### src/verilog/sdl_pkg.sv
// Package: constants and carrier types of the serial DAC input loader
package sdl_pkg;
   // ****************************************************************
   // Widths and counts
   // ****************************************************************
   localparam int WORD_BITS = 16;
   localparam int CODE_BITS = 12;
   localparam int CNT_BITS = 5;
   localparam logic [4:0] WORD_COUNT = 5'h10;
   localparam logic [11:0] CODE_RESET = 12'h000;
   localparam logic [11:0] CODE_NEG_FS = 12'h800;
   localparam logic [11:0] CODE_POS_FS = 12'h7ff;
   localparam logic [11:0] CODE_ZERO = 12'h000;
   localparam int SYNC_STAGES = 2;

   // ****************************************************************
   // Carrier types
   // ****************************************************************
   typedef struct packed {
      logic frame_n;
      logic sclk;
      logic data;
      logic load_n;
   } sdl_pins_s;

   typedef struct packed {
      logic [11:0] code;
      logic neg_fs;
      logic pos_fs;
      logic zero;
   } sdl_latch_s;
endpackage

### src/verilog/sdl_loader.sv
// Serial input shift register and DAC latch control
// Notes on behaviour
// RL1: Sample data on falling clock while frame low (code samples only the first 16 falling edges after frame falls)
// RL2: Load strobe falling edge copies low 12 bits
// RL3: Strobe held low: auto load after sixteen
// RL4: Latch code is two's complement bipolar
// RL5: All-zero code is bipolar zero midpoint
// RL6: 0x800 negative, 0x7ff positive full scale
// RL7: Host keeps serial rate within limit
// RL8: Frame going low clears bit counter
// RL9: Auto on 16th edge, strobed on edge
// RL10: First four bits shifted are discarded
`timescale 1ns/100ps
module sdl_loader #(
   parameter int WORD_BITS = sdl_pkg::WORD_BITS,
   parameter int CODE_BITS = sdl_pkg::CODE_BITS
) (
   input wire logic mclk_i,
   input wire logic rst_n_i,
   input wire logic frame_n_i,
   input wire logic sclk_i,
   input wire logic serial_data_in_i,
   input wire logic load_latch_n_i,
   output logic [CODE_BITS-1:0] dac_code_o,
   output logic signed [CODE_BITS-1:0] dac_value_o,
   output logic code_zero_o,
   output logic code_neg_fs_o,
   output logic code_pos_fs_o,
   output logic latch_update_o,
   output logic word_ready_o
);
   // ****************************************************************
   // Pin synchronisation
   // ****************************************************************
   sdl_pkg::sdl_pins_s pins_raw;
   sdl_pkg::sdl_pins_s pins;

   assign pins_raw = '{frame_n: frame_n_i, sclk: sclk_i,
                       data: serial_data_in_i, load_n: load_latch_n_i};

   sdl_sync #(.WIDTH(4)) u_sync (
      .mclk_i(mclk_i),
      .rst_n_i(rst_n_i),
      .async_i(pins_raw),
      .sync_o(pins)
   );

   // ****************************************************************
   // Edge detection
   // ****************************************************************
   typedef enum logic [1:0] {
      SDL_IDLE = 2'b00,
      SDL_SHIFT = 2'b01,
      SDL_FULL = 2'b10
   } sdl_state_e;

   sdl_state_e state_r;
   sdl_state_e state_nxt;
   logic sclk_d_r;
   logic sclk_d_nxt;
   logic frame_d_r;
   logic frame_d_nxt;
   logic load_d_r;
   logic load_d_nxt;
   logic [WORD_BITS-1:0] shift_r;
   logic [WORD_BITS-1:0] shift_nxt;
   logic [sdl_pkg::CNT_BITS-1:0] cnt_r;
   logic [sdl_pkg::CNT_BITS-1:0] cnt_nxt;
   sdl_pkg::sdl_latch_s latch_r;
   sdl_pkg::sdl_latch_s latch_nxt;
   logic update_r;
   logic update_nxt;
   logic sclk_fall;
   logic frame_fall;
   logic load_fall;
   logic [CODE_BITS-1:0] new_code;
   logic do_load;

   assign sclk_fall = sclk_d_r & ~pins.sclk;
   assign frame_fall = frame_d_r & ~pins.frame_n;
   assign load_fall = load_d_r & ~pins.load_n;

   // ****************************************************************
   // Shift and latch
   // ****************************************************************
   always_comb begin
      state_nxt = state_r;
      shift_nxt = shift_r;
      cnt_nxt = cnt_r;
      latch_nxt = latch_r;
      update_nxt = 1'b0;
      sclk_d_nxt = pins.sclk;
      frame_d_nxt = pins.frame_n;
      load_d_nxt = pins.load_n;
      do_load = 1'b0;
      new_code = shift_r[CODE_BITS-1:0];
      // RL8: frame low restarts count
      if (frame_fall) begin
         cnt_nxt = '0;
         state_nxt = SDL_SHIFT;
      end
      // RL1: sample on falling clock edge
      if (!pins.frame_n && sclk_fall && (state_r == SDL_SHIFT ||
          frame_fall)) begin
         shift_nxt = {shift_r[WORD_BITS-2:0], pins.data};
         cnt_nxt = (frame_fall ? 5'h00 : cnt_r) + 5'h01;
         new_code = shift_nxt[CODE_BITS-1:0];
         if (cnt_nxt == sdl_pkg::WORD_COUNT) begin
            state_nxt = SDL_FULL;
            // RL3: auto load when strobe held low
            // RL9: on sixteenth falling edge
            if (!pins.load_n && !load_fall) begin
               do_load = 1'b1;
            end
         end
      end
      // RL2: strobe falling edge loads latch
      // RL9: strobed update at strobe edge
      if (load_fall) begin
         do_load = 1'b1;
      end
      if (do_load) begin
         // RL10: upper four bits dropped
         latch_nxt.code = new_code;
         // RL5: zero code is midpoint
         latch_nxt.zero = (new_code == sdl_pkg::CODE_ZERO);
         // RL6: full scale codes
         latch_nxt.neg_fs = (new_code == sdl_pkg::CODE_NEG_FS);
         latch_nxt.pos_fs = (new_code == sdl_pkg::CODE_POS_FS);
         update_nxt = 1'b1;
      end
   end

   always_ff @(posedge mclk_i) begin
      if (!rst_n_i) begin
         state_r <= SDL_IDLE;
         shift_r <= '0;
         cnt_r <= '0;
         latch_r <= '{code: sdl_pkg::CODE_RESET, neg_fs: 1'b0,
                      pos_fs: 1'b0, zero: 1'b1};
         update_r <= 1'b0;
         sclk_d_r <= 1'b1;
         frame_d_r <= 1'b1;
         load_d_r <= 1'b1;
      end else begin
         state_r <= state_nxt;
         shift_r <= shift_nxt;
         cnt_r <= cnt_nxt;
         latch_r <= latch_nxt;
         update_r <= update_nxt;
         sclk_d_r <= sclk_d_nxt;
         frame_d_r <= frame_d_nxt;
         load_d_r <= load_d_nxt;
      end
   end

   // ****************************************************************
   // Outputs
   // ****************************************************************
   logic word_ready_r;

   always_ff @(posedge mclk_i) begin
      if (!rst_n_i) begin
         word_ready_r <= 1'b0;
      end else begin
         word_ready_r <= (state_nxt == SDL_FULL);
      end
   end

   assign dac_code_o = latch_r.code;
   // RL4: code read as two's complement
   assign dac_value_o = $signed(latch_r.code);
   assign code_zero_o = latch_r.zero;
   assign code_neg_fs_o = latch_r.neg_fs;
   assign code_pos_fs_o = latch_r.pos_fs;
   assign latch_update_o = update_r;
   assign word_ready_o = word_ready_r;
endmodule

### src/verilog/sdl_sync.sv
// Two-flop synchroniser for a group of pin inputs
`timescale 1ns/100ps
module sdl_sync #(
   parameter int WIDTH = 4
) (
   input wire logic mclk_i,
   input wire logic rst_n_i,
   input wire logic [WIDTH-1:0] async_i,
   output logic [WIDTH-1:0] sync_o
);
   logic [WIDTH-1:0] meta_r;
   logic [WIDTH-1:0] meta_nxt;
   logic [WIDTH-1:0] sync_r;
   logic [WIDTH-1:0] sync_nxt;

   always_comb begin
      meta_nxt = async_i;
      sync_nxt = meta_r;
   end

   // Idle pins high except data; reset value all ones is safe
   always_ff @(posedge mclk_i) begin
      if (!rst_n_i) begin
         meta_r <= '1;
         sync_r <= '1;
      end else begin
         meta_r <= meta_nxt;
         sync_r <= sync_nxt;
      end
   end

   assign sync_o = sync_r;
endmodule
### config.mk
export PLATFORM = sky130hd
export DESIGN_NAME = sdl_loader
export DESIGN_NICKNAME = d
export VERILOG_FILES = /design/src/verilog/sdl_pkg.sv /design/src/verilog/sdl_loader.sv /design/src/verilog/sdl_sync.sv
export SDC_FILE = /design/constraint.sdc
export NUM_CORES = 1
export LEC_CHECK = 0
export BUFFER_PORTS_ARGS = -buffer_cell sky130_fd_sc_hd__buf_2
export CAP_MARGIN = 5
export CORE_MARGIN = 5
export CORE_UTILIZATION = 49
export DETAILED_ROUTE_END_ITERATION = 8
export PLACE_DENSITY = 0.74
export REMOVE_ABC_BUFFERS = 1
export SKIP_LAST_GASP = 1
export SLEW_MARGIN = 20
export SYNTH_ARGS = -nofsm -noshare
export SYNTH_HDL_FRONTEND = slang
export SYNTH_SLANG_ARGS = --single-unit
### constraint.sdc
create_clock -name mclk_i -period 2.1 [get_ports mclk_i]
set_input_delay 0.315 -clock mclk_i [delete_from_list [all_inputs] [get_ports mclk_i]]
set_output_delay 0.315 -clock mclk_i [all_outputs]
set_load 0.05 [all_outputs]
==> flow_summary.toml <==
[timing]
fin_setup_tns_ns = 0
setup_viol = 0
finalCritPeriodShare_pct = 90.5
finalHoldViolCount = 0
slew_violations = 0
fin_ws_ns = 0.200
rsz0062_at_grt = "false"
fin_skew_ns = 0.00789
fmax_ghz = 0.526
hold_ws_ns = 0.203
post-route-min-period_ns = 1.90
slew-limit-headroom_pct = 69.3
tightest_slew_ns = 0.461

[drt]
drc = 0
antenna_left = 0
wl_mm = 3.23
firstDrtPassIters = 4
viasPerCell = 4.84
drt_iter0_markers = 92
via_count = 1404
wl_per_cell_um = 11.1

[synth]
synth_seq_area_share_pct = 48.3
synth_top_cells_by_area = "dfxtp_1 48%, nand2_1 8.5%, buf_4 5.4%"
synth_top_area_cell = "dfxtp_1"
synth_edf_count = 0
synth_top_area_share_pct = 48.3
yosys.cell_types.count = 34
synth_most_common_cell = "dfxtp_1"
synth_warnings = 0
ys_async_sr_fraction_pct = 0
syn_area_per_cell_um2 = 9.15
synth_top_flop_cell = "dfxtp_1"
syn_area_um2 = 1950
synth_cells = 213
yosys-top-cells-count = "47 x dfxtp_1, 44 x nand2_1, 17 x nor2_1"
synth_seq_cells = 47

[power_and_ir_drop]
p_leak_nw = 1.03
powerDensity_nw_per_um2 = 685
ir_drop_mv = 0.493

[cells_and_area]
num_antenna_cells = 0
area.growth.synth_to_final_pct = 12.1
final_util_pct = 55.8
nets = 247
stdcell_count = 290
drive_above_1_share_pct = 22.9

[worst_setup_path]
worstSetupEndpointType = "flip-flop"
cpPeakStageDelay_ns = 0.34
crit_buf_inv = 1
path_cells = "nand2b_1 > and2_1 > ha_1 > o2111ai_4 > o41ai_4 > buf_4 > nor2_1 > a21o_1"
slowest_stage = "dfxtp_1"
critical_path_class = "flip-flop to flip-flop"
cp_top_family = "compound AO/OA/AOI/OAI gates"
cp_max_fo = 10
critical_path_arrival_ns = 2.09
cp-start-kind = "flip-flop"
cp.required_ns = 2.29

[clock_network]
cts.path.max_buffers = 2
clk_pin_slew_ns = 0.08
cts-root-buf = "clkbuf_8"
clock_latency_ns = 0.29
cts_tree = "built"
cts_sinks = 47
post_cts_buffers = 0
tritoncts.num_buffers = 5
htreeDepth = 2

[global_routing]
grt_usage_pct = 13.0
grt_overflow = 0
grt_pass1_wl_mm = 5.50
grt_max_degree = 31
grt_pass1_vias = 1262
grt_antenna_before_repair = 0

[floorplanning]
io-pin-count = 35
fp-row-count = 23
die_w_um = 73.1
start_util_pct = 49.8
fp.coreArea_um2 = 3910
die_area_um2 = 5340
die_y_um = 73.1

[placed_design]
place.gp.congestion = 0.779
hpwl_mm = 2.37
port_buffers = 34
dpl.cell_count = 283
preCtsSetupSlack_ns = 0.0780

[run_status]
status = "finished clean"

[run]
cap_violations = 0

[worst_hold_path]
hold_class = "input pin to flip-flop"
-- flip-flops by register name, summed over array words and instances, names as in the netlist, 2 cells and up --
register       flops
cnt_r              5
u_sync.sync_o      4
state_r            2
u_sync.meta_r      4
dac_code_o        12
shift_r           12
-- power breakdown --
group / internal, mW / leakage (nW) / total, mW / switching (mW)
clock network: 0.258 / 0.0470 / 0.530 / 0.272
logic: 0.0250 / 0.600 / 0.0580 / 0.0329
registers: 0.901 / 0.381 / 0.907 / 0.00553
-- worst register-to-register path: stages (launching register included) --
cell	delay, ns
dfxtp_1	0.34
nand2b_1	0.14
and2_1	0.18
ha_1	0.22
o2111ai_4	0.17
o41ai_4	0.33
buf_4	0.23
nor2_1	0.06
a21o_1	0.14
-- path summary, 6_finish.rpt --
| kind | endpoint | depth (start not counted) | slack, ns | start |
|---|---|---|---|---|
| worst max register to register | dac_code_o[0]$_SDFFE_PN0P_ | 8 | 0.20 | u_sync.sync_o[3]$_SDFF_PN1_ |
| worst min register to register | u_sync.sync_o[2]$_SDFF_PN1_ | 1 | 0.40 | u_sync.meta_r[2]$_SDFF_PN1_ |
| worst min-delay path | u_sync.meta_r[1]$_SDFF_PN1_ | 2 | 0.20 | serial_data_in_i |
| worst max-delay path | dac_code_o[0]$_SDFFE_PN0P_ | 8 | 0.20 | u_sync.sync_o[3]$_SDFF_PN1_ |
-- repair_timing --
action / in CTS / in global routing
hold buffers: 0 / 0
resized for setup: 0 / 1
endpoints found under the hold margin: 0 / 0
endpoints found under the setup margin: 0 / 11
-- area by class of cell --
class / count / area [um^2]
inverters: 1 / 3.75
repair buffers: 43 / 241
clock buffers: 6 / 82.6
well taps: 50 / 62.6
flip-flops and latches: 47 / 941
fillers: 384 / 1730
clock inverters: 1 / 5.00
multi-input cells: 142 / 847
-- metal layers --
layer	wire, um	GRT usage (%)
met1	1450	16.3
met2	1540	21.4
met3	179	3.31
met4	57	4.92
met5	0	0
-- through the flow --
step / area (um^2) / total power [mW]
after floorplan: 1790 / 0.955
after detailed placement: 2090 / 0.986
final: 2180 / 1.49
after CTS: 2180 / 1.52
after global placement: 2090 / 0.985
after global routing: 2180 / 1.56
-- kinds of logic (layout without fill, tap and decap cells) --
kind of cell | after synthesis | after routing | share of synthesized area, %
and+or+nand+nor | 96 | 96 | 23.4
DFF | 47 | 47 | 48.3
AOI/OAI and AO/OA | 38 | 38 | 16.2
buffers and inverters | 24 | 51 | 8.22
xor gates and xnor gates | 6 | 6 | 2.70
adders and majority gates | 1 | 1 | 0.642
muxes | 1 | 1 | 0.514
-- cells in the final DEF, fill, tap and decap left out --
| master | Yosys | final |
|---|---|---|
| a21o_1 | 11 | 11 |
| o211ai_2 | 1 | 1 |
| a21oi_1 | 2 | 2 |
| nand2_1 | 44 | 44 |
| o211a_1 | 1 | 1 |
| o21ai_0 | 3 | 3 |
| nor2b_1 | 2 | 2 |
| nor4_1 | 2 | 2 |
| nand4_1 | 4 | 4 |
| xnor2_1 | 3 | 3 |
| buf_6 | 2 | 1 |
| o41ai_4 | 1 | 1 |
| o2111ai_4 | 1 | 1 |
| clkinv_2 | 0 | 1 |
| nand3_1 | 3 | 3 |
| clkbuf_8 | 0 | 6 |
| inv_1 | 1 | 1 |
| mux2i_1 | 1 | 1 |
| dfxtp_1 | 47 | 47 |
| buf_4 | 14 | 8 |
| a21boi_0 | 11 | 11 |
| nor2b_4 | 1 | 1 |
| a21boi_1 | 2 | 2 |
| buf_2 | 2 | 34 |
| o21ai_1 | 2 | 2 |
| and2_1 | 5 | 5 |
| nand2b_1 | 13 | 13 |
| nor3_1 | 2 | 2 |
| o21a_1 | 2 | 2 |
| nor3b_1 | 2 | 2 |
| nor2_4 | 1 | 1 |
| nor2_1 | 17 | 17 |
| ha_1 | 1 | 1 |
| o2111ai_1 | 1 | 1 |
| xor2_1 | 3 | 3 |
(Power assumes the default switching activity.)
